`src/tsc_pkg.sv`:
```
// Package with register layout and constants for the trigger sequencer control block
`default_nettype none
package tsc_pkg;
  localparam logic [3:0] CSR_ADDR = 4'h0;
  localparam logic [3:0] IRQ_STAT_ADDR = 4'h1;
  localparam logic [3:0] IRQ_MASK_ADDR = 4'h2;
  localparam logic [3:0] SD_LIM_ADDR = 4'h3;
  localparam logic [3:0] LC_LIM_ADDR = 4'h4;
  localparam logic [3:0] IT_LIM_ADDR = 4'h5;
  localparam logic [3:0] CMD_ADDR = 4'h6;
  localparam int BIT_ENABLE = 15;
  localparam int BIT_IDLE_STOP = 13;
  localparam int BIT_TOGGLE = 12;
  localparam int BIT_SOFT_TRIG = 10;
  localparam int BIT_SINGLE_STEP = 9;
  localparam int BIT_VISIBILITY = 8;
  localparam int BIT_RUN = 7;
  localparam int BIT_WDT_FLAG = 6;
  localparam int BIT_WAIT_HI = 1;
  localparam int BIT_WAIT_LO = 0;
  localparam logic [15:0] CSR_WRITE_MASK = 16'hB783;
  localparam logic [15:0] CSR_RESET = 16'h0000;
  localparam logic [15:0] LIM_RESET = 16'h0000;
  localparam logic [15:0] WDT_LIMIT = 16'h00FF;
  localparam logic [7:0] PULSE_RESET = 8'h01;
  localparam int IRQ_WDT = 0;
  localparam int IRQ_TRIG = 1;
  localparam int IRQ_STEP = 2;
  // Command opcodes written to the command register, bits 15:12
  localparam logic [3:0] OP_NOP = 4'h0;
  localparam logic [3:0] OP_TRIG = 4'h1;
  localparam logic [3:0] OP_WAIT_HI = 4'h2;
  localparam logic [3:0] OP_WAIT_LO = 4'h3;
  localparam logic [3:0] OP_CTRL_SWT = 4'h4;
  localparam logic [3:0] OP_DELAY = 4'h5;
  typedef enum logic [3:0] {
    ST_IDLE = 4'b0001,
    ST_FETCH = 4'b0010,
    ST_EXEC = 4'b0100,
    ST_HOLD = 4'b1000
  } tsc_state_type;
endpackage : tsc_pkg
`default_nettype wire

```
`src/tsc_top.sv`:
```
// Trigger sequencer control/status register bank with a small step executor
// Function
// Enable bit 15 turns the sequencer on; clear holds it disabled.
// Idle-stop bit 13 set halts the sequencer during device Idle mode.
// Toggle mode bit 12 set: each emit-trigger inverts the trigger output.
// Toggle mode clear: each emit-trigger gives one pulse of set width.
// Writing one to soft-trigger bit 10 triggers; writing zero does nothing.
// Soft-trigger bit is consulted only by the control step command; the code also uses it to release a single-step hold.
// Single-step bit 9 enters single-step mode; for debugging tools only.
// Visibility bit 8 set: limit register reads return live counters.
// Visibility clear: limit register reads return last written values.
// Run bit 7 starts continuous command execution; clear stops it.
// Hardware sets watchdog timeout flag bit 6; software cannot set it.
// Wait-input mode bits 1:0 affect only wait-high and wait-low commands.
// Bits 14, 11 and 5 to 2 ignore writes and read zero.
// All implemented control/status bits clear to zero at reset.
`timescale 1ns/1ps
`default_nettype none
module tsc_top #(
  parameter int DEPTH = 8
) (
  // Clock and reset
  input wire logic sys_clk_in,
  input wire logic rst_n_in,
  // Register port
  input wire logic [3:0] reg_addr_in,
  input wire logic [15:0] reg_wdata_in,
  input wire logic reg_wr_in,
  input wire logic reg_rd_in,
  output logic [15:0] reg_rdata_out,
  // Device state and wait input pin
  input wire logic idle_mode_in,
  input wire logic wait_pin_in,
  // Trigger output and interrupt
  output logic trigger_output_out,
  output logic irq_out
);
  localparam int AW = $clog2(DEPTH);
  // Pointers wrap by overflow, so the depth must be a power of two
  if (DEPTH < 2 || DEPTH > 256 || (1 << AW) != DEPTH) begin : g_depth_bad
    $error("DEPTH out of range");
  end

  logic [15:0] csr_q, csr_d, stat_q, stat_d, mask_q, mask_d;
  logic [15:0] sdlim_q, sdlim_d, lclim_q, lclim_d, itlim_q, itlim_d;
  logic [15:0] sd_cnt_q, sd_cnt_d, lc_cnt_q, lc_cnt_d, it_cnt_q, it_cnt_d;
  logic [15:0] wdt_q, wdt_d, rdata_q, rdata_d;
  logic [15:0] prog_q [DEPTH];
  logic [AW-1:0] wptr_q, wptr_d, pc_q, pc_d;
  logic [7:0] pulse_q, pulse_d;
  logic [15:0] cmd_q, cmd_d;
  logic swt_q, swt_d, trig_q, trig_d, irq_q, irq_d;
  logic pin_m_q, pin_s_q, idle_m_q, idle_s_q, wdt_ev, trig_ev, step_ev;
  tsc_pkg::tsc_state_type st_q, st_d;

  function automatic logic csr_write(input logic [3:0] a, input logic w);
    return w && (a == tsc_pkg::CSR_ADDR);
  endfunction

  function automatic logic wait_done(input logic [1:0] mode, input logic hi, input logic pin);
    logic lvl;
    lvl = mode[tsc_pkg::BIT_WAIT_LO] ? ~pin : pin;
    return hi ? lvl : ~lvl;
  endfunction

  logic wr_csr, running, done;
  always_comb begin
    wr_csr = csr_write(reg_addr_in, reg_wr_in);
    // Enable gates all
    // Idle stop halt
    running = csr_q[tsc_pkg::BIT_ENABLE] &&
              !(csr_q[tsc_pkg::BIT_IDLE_STOP] && idle_s_q);
  end

  // Sequencer and register next state
  always_comb begin
    csr_d = csr_q;
    stat_d = stat_q;
    mask_d = mask_q;
    sdlim_d = sdlim_q;
    lclim_d = lclim_q;
    itlim_d = itlim_q;
    sd_cnt_d = sd_cnt_q;
    lc_cnt_d = lc_cnt_q;
    it_cnt_d = it_cnt_q;
    wdt_d = wdt_q;
    wptr_d = wptr_q;
    pc_d = pc_q;
    pulse_d = pulse_q;
    cmd_d = cmd_q;
    swt_d = swt_q;
    trig_d = trig_q;
    st_d = st_q;
    wdt_ev = 1'b0;
    trig_ev = 1'b0;
    step_ev = 1'b0;
    done = 1'b1;
    if (wr_csr) begin
      // Unimplemented bits dropped
      csr_d = (reg_wdata_in & tsc_pkg::CSR_WRITE_MASK) |
              (csr_q & ~tsc_pkg::CSR_WRITE_MASK);
      csr_d[tsc_pkg::BIT_SOFT_TRIG] = 1'b0;
    end
    if (reg_wr_in) begin
      case (reg_addr_in)
        tsc_pkg::SD_LIM_ADDR: sdlim_d = reg_wdata_in;
        tsc_pkg::LC_LIM_ADDR: lclim_d = reg_wdata_in;
        tsc_pkg::IT_LIM_ADDR: begin
          itlim_d = reg_wdata_in;
          pulse_d = (reg_wdata_in[15:8] == 8'h00) ? tsc_pkg::PULSE_RESET : reg_wdata_in[15:8];
        end
        tsc_pkg::CMD_ADDR: wptr_d = wptr_q + 1'b1;
        tsc_pkg::IRQ_MASK_ADDR: mask_d = reg_wdata_in;
        tsc_pkg::IRQ_STAT_ADDR: stat_d = stat_q & ~reg_wdata_in;
        default: begin
        end
      endcase
    end
    // Pulse countdown; in toggle mode the level is left alone
    if (!csr_q[tsc_pkg::BIT_TOGGLE] && trig_q && it_cnt_q != 16'h0000) begin
      it_cnt_d = it_cnt_q - 16'h0001;
    end else if (!csr_q[tsc_pkg::BIT_TOGGLE] && trig_q) begin
      trig_d = 1'b0;
    end
    case (st_q)
      tsc_pkg::ST_IDLE: begin
        pc_d = '0;
        wdt_d = '0;
        // Run starts execution
        if (running && csr_q[tsc_pkg::BIT_RUN]) begin
          st_d = tsc_pkg::ST_FETCH;
        end
      end
      tsc_pkg::ST_FETCH: begin
        cmd_d = prog_q[pc_q];
        wdt_d = '0;
        sd_cnt_d = sdlim_q;
        st_d = tsc_pkg::ST_EXEC;
      end
      tsc_pkg::ST_EXEC: begin
        case (cmd_q[15:12])
          tsc_pkg::OP_TRIG: begin
            trig_ev = 1'b1;
            // Toggle mode invert
            if (csr_q[tsc_pkg::BIT_TOGGLE]) begin
              trig_d = ~trig_q;
            // Single width pulse
            end else begin
              trig_d = 1'b1;
              it_cnt_d = {8'h00, pulse_q} - 16'h0001;
            end
          end
          // Wait mode bits here only
          tsc_pkg::OP_WAIT_HI: begin
            done = wait_done(csr_q[1:0], 1'b1, pin_s_q);
          end
          tsc_pkg::OP_WAIT_LO: begin
            done = wait_done(csr_q[1:0], 1'b0, pin_s_q);
          end
          // Soft trigger consulted
          tsc_pkg::OP_CTRL_SWT: begin
            done = swt_q;
            if (swt_q) begin
              swt_d = 1'b0;
            end
          end
          tsc_pkg::OP_DELAY: begin
            done = (sd_cnt_q == 16'h0000);
            if (!done) begin
              sd_cnt_d = sd_cnt_q - 16'h0001;
            end
          end
          default: begin
            lc_cnt_d = lc_cnt_q + 16'h0001;
          end
        endcase
        if (!done) begin
          wdt_d = wdt_q + 16'h0001;
        end
        // Watchdog expiry flags
        if (!done && wdt_q == tsc_pkg::WDT_LIMIT) begin
          wdt_ev = 1'b1;
          csr_d[tsc_pkg::BIT_WDT_FLAG] = 1'b1;
          csr_d[tsc_pkg::BIT_RUN] = 1'b0;
          st_d = tsc_pkg::ST_IDLE;
        end else if (done) begin
          pc_d = pc_q + 1'b1;
          step_ev = 1'b1;
          // Single step pauses
          st_d = csr_q[tsc_pkg::BIT_SINGLE_STEP] ? tsc_pkg::ST_HOLD : tsc_pkg::ST_FETCH;
        end
      end
      tsc_pkg::ST_HOLD: begin
        if (!csr_q[tsc_pkg::BIT_SINGLE_STEP] || swt_q) begin
          swt_d = 1'b0;
          st_d = tsc_pkg::ST_FETCH;
        end
      end
      default: begin
        st_d = tsc_pkg::ST_IDLE;
      end
    endcase
    // Soft trigger on one; a fresh write wins over consumption
    if (wr_csr && reg_wdata_in[tsc_pkg::BIT_SOFT_TRIG]) begin
      swt_d = 1'b1;
    end
    // Clearing run stops
    if (!running || !csr_q[tsc_pkg::BIT_RUN]) begin
      st_d = tsc_pkg::ST_IDLE;
    end
    // Disabled clears output
    if (!csr_q[tsc_pkg::BIT_ENABLE]) begin
      trig_d = 1'b0;
    end
    // Set wins over write-one clear
    if (wdt_ev) begin
      stat_d[tsc_pkg::IRQ_WDT] = 1'b1;
    end
    if (trig_ev) begin
      stat_d[tsc_pkg::IRQ_TRIG] = 1'b1;
    end
    if (step_ev) begin
      stat_d[tsc_pkg::IRQ_STEP] = 1'b1;
    end
    irq_d = |(stat_d & mask_d);
  end

  // Read path
  always_comb begin
    rdata_d = 16'h0000;
    if (reg_rd_in) begin
      case (reg_addr_in)
        tsc_pkg::CSR_ADDR: rdata_d = csr_q & tsc_pkg::CSR_WRITE_MASK | (csr_q & 16'h0040);
        tsc_pkg::IRQ_STAT_ADDR: rdata_d = stat_q;
        tsc_pkg::IRQ_MASK_ADDR: rdata_d = mask_q;
        // Live counters visible
        // Otherwise written limits
        tsc_pkg::SD_LIM_ADDR: rdata_d = csr_q[tsc_pkg::BIT_VISIBILITY] ? sd_cnt_q : sdlim_q;
        tsc_pkg::LC_LIM_ADDR: rdata_d = csr_q[tsc_pkg::BIT_VISIBILITY] ? lc_cnt_q : lclim_q;
        tsc_pkg::IT_LIM_ADDR: rdata_d = csr_q[tsc_pkg::BIT_VISIBILITY] ? it_cnt_q : itlim_q;
        default: rdata_d = 16'h0000;
      endcase
    end
  end

  always_ff @(posedge sys_clk_in) begin
    if (reg_wr_in && reg_addr_in == tsc_pkg::CMD_ADDR) begin
      prog_q[wptr_q] <= reg_wdata_in;
    end
  end

  always_ff @(posedge sys_clk_in) begin
    pin_m_q <= wait_pin_in;
    pin_s_q <= pin_m_q;
    idle_m_q <= idle_mode_in;
    idle_s_q <= idle_m_q;
    // Reset clears all state here except pulse_q (loads PULSE_RESET), st_q (loads ST_IDLE) and the input synchronizers
    if (!rst_n_in) begin
      csr_q <= tsc_pkg::CSR_RESET;
      stat_q <= '0;
      mask_q <= '0;
      sdlim_q <= tsc_pkg::LIM_RESET;
      lclim_q <= tsc_pkg::LIM_RESET;
      itlim_q <= tsc_pkg::LIM_RESET;
      sd_cnt_q <= '0;
      lc_cnt_q <= '0;
      it_cnt_q <= '0;
      wdt_q <= '0;
      wptr_q <= '0;
      pc_q <= '0;
      pulse_q <= tsc_pkg::PULSE_RESET;
      cmd_q <= '0;
      swt_q <= 1'b0;
      trig_q <= 1'b0;
      irq_q <= 1'b0;
      rdata_q <= '0;
      st_q <= tsc_pkg::ST_IDLE;
    end else begin
      csr_q <= csr_d;
      stat_q <= stat_d;
      mask_q <= mask_d;
      sdlim_q <= sdlim_d;
      lclim_q <= lclim_d;
      itlim_q <= itlim_d;
      sd_cnt_q <= sd_cnt_d;
      lc_cnt_q <= lc_cnt_d;
      it_cnt_q <= it_cnt_d;
      wdt_q <= wdt_d;
      wptr_q <= wptr_d;
      pc_q <= pc_d;
      pulse_q <= pulse_d;
      cmd_q <= cmd_d;
      swt_q <= swt_d;
      trig_q <= trig_d;
      irq_q <= irq_d;
      rdata_q <= rdata_d;
      st_q <= st_d;
    end
  end

  assign reg_rdata_out = rdata_q;
  assign trigger_output_out = trig_q;
  assign irq_out = irq_q;

  // Reserved bits zero
  chk_reserved_zero: assert property (@(posedge sys_clk_in) disable iff (!rst_n_in)
    (csr_q & 16'h483C) == 16'h0000) else $error("reserved bit set");
  // Flag only by hardware
  chk_wdt_flag_set: assert property (@(posedge sys_clk_in) disable iff (!rst_n_in)
    $rose(csr_q[6]) |-> $past(wdt_ev)) else $error("timeout flag set by write");
  // Disabled means idle
  chk_disable_idle: assert property (@(posedge sys_clk_in) disable iff (!rst_n_in)
    !csr_q[15] |=> st_q == tsc_pkg::ST_IDLE) else $error("runs while disabled");
  // Toggle inverts output
  chk_toggle_flip: assert property (@(posedge sys_clk_in) disable iff (!rst_n_in)
    trig_ev && csr_q[12] && csr_q[15] |=> trig_q != $past(trig_q)) else $error("no toggle");
  // Pulse ends in time
  chk_pulse_end: assert property (@(posedge sys_clk_in) disable iff (!rst_n_in)
    $rose(trig_q) && !csr_q[12] && !wr_csr |-> ##[1:260] !trig_q) else $error("pulse stuck");
  // Visible live counter
  chk_vis_read: assert property (@(posedge sys_clk_in) disable iff (!rst_n_in)
    reg_rd_in && reg_addr_in == tsc_pkg::SD_LIM_ADDR && csr_q[8]
    |=> reg_rdata_out == $past(sd_cnt_q)) else $error("live read wrong");
  // Written limit read
  chk_lim_read: assert property (@(posedge sys_clk_in) disable iff (!rst_n_in)
    reg_rd_in && reg_addr_in == tsc_pkg::LC_LIM_ADDR && !csr_q[8]
    |=> reg_rdata_out == $past(lclim_q)) else $error("limit read wrong");
  // Clear run stops
  chk_run_stop: assert property (@(posedge sys_clk_in) disable iff (!rst_n_in)
    !csr_q[7] |=> st_q == tsc_pkg::ST_IDLE) else $error("runs after stop");
  // Soft trigger latched
  chk_soft_trig: assert property (@(posedge sys_clk_in) disable iff (!rst_n_in)
    wr_csr && reg_wdata_in[10] |=> swt_q) else $error("soft trigger lost");
  cov_toggle: cover property (@(posedge sys_clk_in) trig_ev && csr_q[12]);
  cov_pulse: cover property (@(posedge sys_clk_in) trig_ev && !csr_q[12]);
  cov_wdt: cover property (@(posedge sys_clk_in) wdt_ev);
  cov_step_hold: cover property (@(posedge sys_clk_in) st_q == tsc_pkg::ST_HOLD);
endmodule // tsc_top
`default_nettype wire

```
`config.mk`:
```
export PLATFORM = sky130hd
export DESIGN_NAME = tsc_top
export DESIGN_NICKNAME = d
export VERILOG_FILES = /design/src/tsc_pkg.sv /design/src/tsc_top.sv
export SDC_FILE = /design/constraint.sdc
export NUM_CORES = 1
export LEC_CHECK = 0
export ABC_CLOCK_PERIOD_IN_PS = 6800
export BUFFER_PORTS_ARGS = -buffer_cell sky130_fd_sc_hd__buf_2
export CAP_MARGIN = 20
export CORE_ASPECT_RATIO = 1.4
export CORE_MARGIN = 2
export CORE_UTILIZATION = 41
export DETAILED_ROUTE_END_ITERATION = 12
export PLACE_DENSITY = 0.55
export RECOVER_POWER = 100
export SYNTH_ARGS = -nofsm -noshare
export SYNTH_HDL_FRONTEND = slang
export SYNTH_SLANG_ARGS = --single-unit
```
`constraint.sdc`:
```
create_clock -name sys_clk_in -period 6.8 [get_ports sys_clk_in]
set_clock_uncertainty 0.1 [all_clocks]
set_input_delay 0.68 -clock sys_clk_in [delete_from_list [all_inputs] [get_ports sys_clk_in]]
set_output_delay 0.68 -clock sys_clk_in [all_outputs]
set_load 0.01 [all_outputs]
```
# Word level (Yosys, flattened, before mapping)
# Memory sizes are Yosys's and may differ from the RTL's. A register that Yosys moved wholly into a read port is not among the register bits.
# Cells that the tools add are included.
[totals] ff_bits=200 mem_bits_rw=128 in_bits=26 word_cells=163 n_memories=1
[classes] addsub=7 eq_ne=26 n_mux=54 n_bitwise=10 n_reduce_logical=42
[mem_list] name="prog_q" words=8 word_bits=16 rd=1 rd_clocked_by_memory_dff=1 write_ports=1 line="tsc_top.sv:48" rtl="logic [15:0] prog_q [DEPTH];"
[op_table] operator="two-way mux 16 bit" n=14
[op_table] operator="one-hot mux 16 bit (6 select lines)" n=1
[op_table] operator="one-hot mux 16 bit (2 select lines)" n=2
[op_table] operator="adder 16 x 1 -> 16 bit, second input constant" n=2
[op_table] operator="bitwise AND 16 bit" n=2
[op_table] operator="subtractor 16 x 1 -> 16 bit, second input constant" n=2
[op_table] operator="equality test 4 x 3 -> 1 bit, second input constant" n=6
[op_table] operator="two-way mux 1 bit" n=22
[op_table] operator="equality test 4 x 2 -> 1 bit, second input constant" n=5
[op_table] operator="two-way mux 4 bit" n=5
[op_table] operator="equality test 16 x 8 -> 1 bit, second input constant" n=1
[op_table] operator="logical NOT 16 bit" n=1
[op_table] operator="two-way mux 8 bit" n=2
[op_table] operator="inverter 16 bit" n=1
[op_table] operator="OR 16 x 15 -> 16 bit" n=1
[op_table] operator="OR 16 x 7 -> 16 bit" n=1
[op_table] operator="one-hot mux 4 bit (4 select lines)" n=1
[op_table] operator="AND reduction 2 bit" n=8
[op_table] operator="nonzero test 16 bit" n=1
[op_table] operator="OR reduction 16 bit" n=1
[op_table] operator="equality test 4 x 1 -> 1 bit, second input constant" n=3
[op_table] operator="inequality test 2 bit, second input constant" n=6
[op_table] operator="AND reduction 3 bit" n=4
[op_table] operator="logical AND 1 bit" n=9
[op_table] operator="20 further kinds" n=38

# Longest topological paths before layout
[logic_depth] word_depth=12 ltp_mapped=9

# Least setup slack after synthesis
# Ideal clock, no wire load.
[synth_timing] kind="input -> register" startpoint="in reg_addr_in[0]" endpoint="reg irq_q (netlist: irq_out)" setup_time_ps=139 arrival_time_ps=2568 setup_slack_ps=3993 stages=8 path_buffers=2 cell_sequence="buf_2 nor4b_2 nand2_1 buf_2 mux2i_1 o22ai_1 nor4_1 a41oi_1"
[synth_via] elab_chain_cells=6 elab_cells_between_ends=11 classes_between="eq/ne (2); mux (7); bitwise (1); reduce/logical (1)"
[synth_lines] element="start: declaration" line="tsc_top.sv:26" rtl="input wire logic [3:0] reg_addr_in,"
[synth_lines] element="equality test 4 x 1 -> 1 bit" line="tsc_top.sv:105" rtl="case (reg_addr_in)"
[synth_lines] element="two-way mux 16 bit" line="tsc_top.sv:105"
[synth_lines] element="two-way mux 16 bit" line="tsc_top.sv:104" rtl="if (reg_wr_in) begin"
[synth_lines] element="two-way mux 1 bit (on tied branches)" line="tsc_top.sv:216, tsc_top.sv:219, tsc_top.sv:222"
[synth_lines] element="bitwise AND 16 bit *" line="tsc_top.sv:225" rtl="irq_d = |(stat_d & mask_d);"
[synth_lines] element="OR reduction 16 bit *" line="tsc_top.sv:225"
[synth_lines] element="end signal: assignment" line="tsc_top.sv:295" rtl="irq_q <= irq_d;"
[synth_lines] element="end: declaration" line="tsc_top.sv:52" rtl="logic swt_q, swt_d, trig_q, trig_d, irq_q, irq_d;"
# Every way passes the cells marked *; elsewhere a longest branch is shown, timed or not.
# A chain may end at the register's enable or synchronous reset.

==> metrics.csv <==
metric,value,unit
status,finished with violations,
failing checks,"capacitance limit, slew limit",
CP most frequent cell,clkbuf_1,
die width,139.8,um
crit-path cells,buf_2 > clkbuf_1 > inv_4 > clkbuf_1 > nor2_1 > nand2_1 > mux2i_1,
DRT iter0 DRCs,716,
total iterations of the first detailed-routing run,5,
min Tclk post-route,4.433,ns
# hold bufs at CTS,0,
Routed WL per cell,20.39,um
final cell count without fillers,1525,
vias in the first global route,8356,
gr ovfl total,0,
Critical Path Fanout Max,85,
via/cell ratio,5.881,
Worst EP required,7.11,ns
core area,25380,sq um
slowest cell on the critical path,clkbuf_1,
Detail Placement HPWL,21220,um
max cap viols,5,
Residual DRC,0,
Final Cell Area,11710,sq um
worst vdd ir,0.0001921,V
"Clk Latency, worst-skew pair",0.53,ns
CP top delay family,buffers and inverters,
Ys Warns,0,
layout cells sized above 1,0.09038,
critical path depth,7,
nature of the critical path startpoint,primary input,
total CTS buffers,25,
nets@finish,1225,
Worst-Margin Slew,2.696,ns
Worst-path clk slew,0.06,ns
initial antenna violation count,0,
Rows,69,
R2R cell count,7,
final-report hold violation count,0,
Initial Utilization,0.4167,
Post-Syn Area,10580,sq um
Post-synth EDFFs,32,
setup TNS,0,ns
crit-path max cell delay,1.98,ns
Inst Count DP,1482,
gp weighted congestion,0.8520,
Mapped Cells,1186,
count of pins over their slew limit,172,
DIE AREA,27120,sq um
PnR Total Power,0.002818,W
gr usage total,0.2249,
Post-CTS Setup Inserts,0,
synth unique cells,76,
first-pass GRT wire length,48730,um
H-tree levels,1,
Die Y,194.1,um
Routed Antenna Nets,0,
clock root buffer,clkbuf_16,
IO buf count,43,
post-synthesis sequential area ratio,0.4656,
Seq cells post-synth,230,
CTS tree,built,
RSZ-0062 raised after global routing,no,
"Worst Path Class, Setup",primary input to register,
P_leak,3.833,nW
Max Buffers Root-to-Sink,3,
Routed WL,31100,um
area post-placement,11020,sq um
Fmax,225.6,MHz
ys flop type,dfxtp_1,
# diodes,0,
# clock sinks,230,
worst hold path type,primary input to register,
Worst EP arrival,4.74,ns
IO Count,44,
ys async rst share,0,
largest net degree at the start of global routing,86,
WHS,0.1662,ns
"Setup violations, final",0,
Buf/Inv on CP,4,
Pwr per Cell Area,240.6,nW/um^2
area grow syn2layout,10.74,%
Worst slew margin,-0.7975,
Final period util,0.6519,
most frequent cells in the layout,"197 x dfxtp_1, 165 x nand2_1, 142 x a21oi_1, 99 x nor2_1, 56 x nand3_1",
via count,8969,
"commonest non-fill, non-tap cell in the layout",dfxtp_1,
Post-CTS Resized,0,
Critical Path End Type,register,
syn nets,1221,
hold-critical path depth,1,
syn_area_per_cell,8.919,sq um
-- final timing paths --
path | endpoint | startpoint | slack, ns
setup / recovery | wdt_q[6]$_SDFFE_PN0P_ | rst_n_in | 2.37
setup reg to reg | it_cnt_q[10]$_SDFF_PN0_ | st_q[3]$_SDFFE_PP0P_ | 2.47
hold / removal | idle_m_q$_DFF_P_ | idle_mode_in | 0.17
hold reg to reg | idle_s_q$_DFF_P_ | idle_m_q$_DFF_P_ | 0.23
-- layer usage --
layer	GRT usage	up-vias	share of wire
met4	0.06889	0	0.032
met5	0	-	0
met1	0.3004	4344	0.43
met3	0.02149	60	0.048
li1	-	4320	-
met2	0.3848	245	0.49
-- power breakdown --
part	switching (W)	internal [W]	leakage [nW]
combinational	0.0000729	0.0000217	1.56
sequential	0.00000584	0.00139	1.89
clock	0.000552	0.000781	0.391
total	0.000631	0.00219	3.83
-- synthesized netlist by cell type, drive strengths merged, types with 3 or more instances --
| cell type | n | area, sq um |
|---|---|---|
| mux4 | 8 | 180.2 |
| and2 | 6 | 37.54 |
| nand3 | 56 | 280.3 |
| o211ai | 5 | 37.54 |
| xnor2 | 15 | 131.4 |
| nor4b | 9 | 85.08 |
| a22oi | 15 | 112.6 |
| ha | 9 | 112.6 |
| or3 | 7 | 43.79 |
| nand2 | 165 | 619.3 |
| nor3 | 22 | 110.1 |
| a31oi | 7 | 56.30 |
| o31ai | 12 | 108.9 |
| or2 | 6 | 37.54 |
| o21ai | 39 | 198.9 |
| a311oi | 3 | 26.28 |
| edfxtp | 32 | 960.9 |
| nor2 | 99 | 371.6 |
| or4 | 13 | 101.4 |
| and4 | 3 | 26.28 |
| dfxtp | 198 | 3964 |
| a21o | 7 | 52.55 |
| or4b | 3 | 30.03 |
| mux2 | 11 | 123.9 |
| a211oi | 16 | 120.1 |
| o22ai | 16 | 100.1 |
| nor2b | 3 | 18.77 |
| a31o | 4 | 35.03 |
| mux2i | 50 | 500.5 |
| o41ai | 4 | 42.55 |
| a221oi | 15 | 131.4 |
| nand2b | 11 | 68.82 |
| buf | 12 | 65.06 |
| a21oi | 142 | 710.7 |
| o21a | 4 | 30.03 |
| nand4 | 8 | 50.05 |
| clkbuf | 66 | 247.7 |
| and3 | 6 | 37.54 |
| xor2 | 15 | 131.4 |
| inv | 17 | 63.81 |
| a21boi | 3 | 22.52 |
| nor4 | 15 | 115.1 |
| nor3b | 4 | 30.03 |
-- per-stage QoR --
step | util | setup WS (ns)
2_1_floorplan | - | 3.993
3_3_place_gp | 0.4340 | 3.055
3_5_place_dp | 0.4340 | 3.007
4_1_cts | 0.4651 | 3.513
5_1_grt | 0.4615 | 2.066
6_report | 0.4615 | 2.367
-- logic make-up after synthesis --
group | Yosys count | share of synthesized area
xor gates and xnor gates | 30 | 0.02484
DFF | 230 | 0.4656
adders and majority gates | 9 | 0.01065
muxes | 69 | 0.07606
AOI/OAI and AO/OA | 310 | 0.1867
buffers and inverters | 96 | 0.03596
and+or+nand+nor | 442 | 0.2003
-- sequential cells by signal, indices dropped and copies added, names as in the netlist, 16 cells and up, named ones only --
name / flops
stat_q: 16
mask_q: 16
itlim_q: 16
prog_q: 32
lc_cnt_q: 16
sd_cnt_q: 16
lclim_q: 16
reg_rdata_out: 16
wdt_q: 16
sdlim_q: 16
-- layout make-up --
| cell class | instances | area (sq um) |
|---|---|---|
| Clock buffer | 33 | 685.7 |
| Clock inverter | 10 | 101.3 |
| Fill cell | 2535 | 13670 |
| Inverter | 18 | 70.07 |
| Multi-Input combinational cell | 860 | 5274 |
| Sequential cell | 230 | 4926 |
| Tap cell | 319 | 399.1 |
| Timing Repair Buffer | 55 | 257.7 |
No activity file was read; power rests on OpenSTA's default activity.
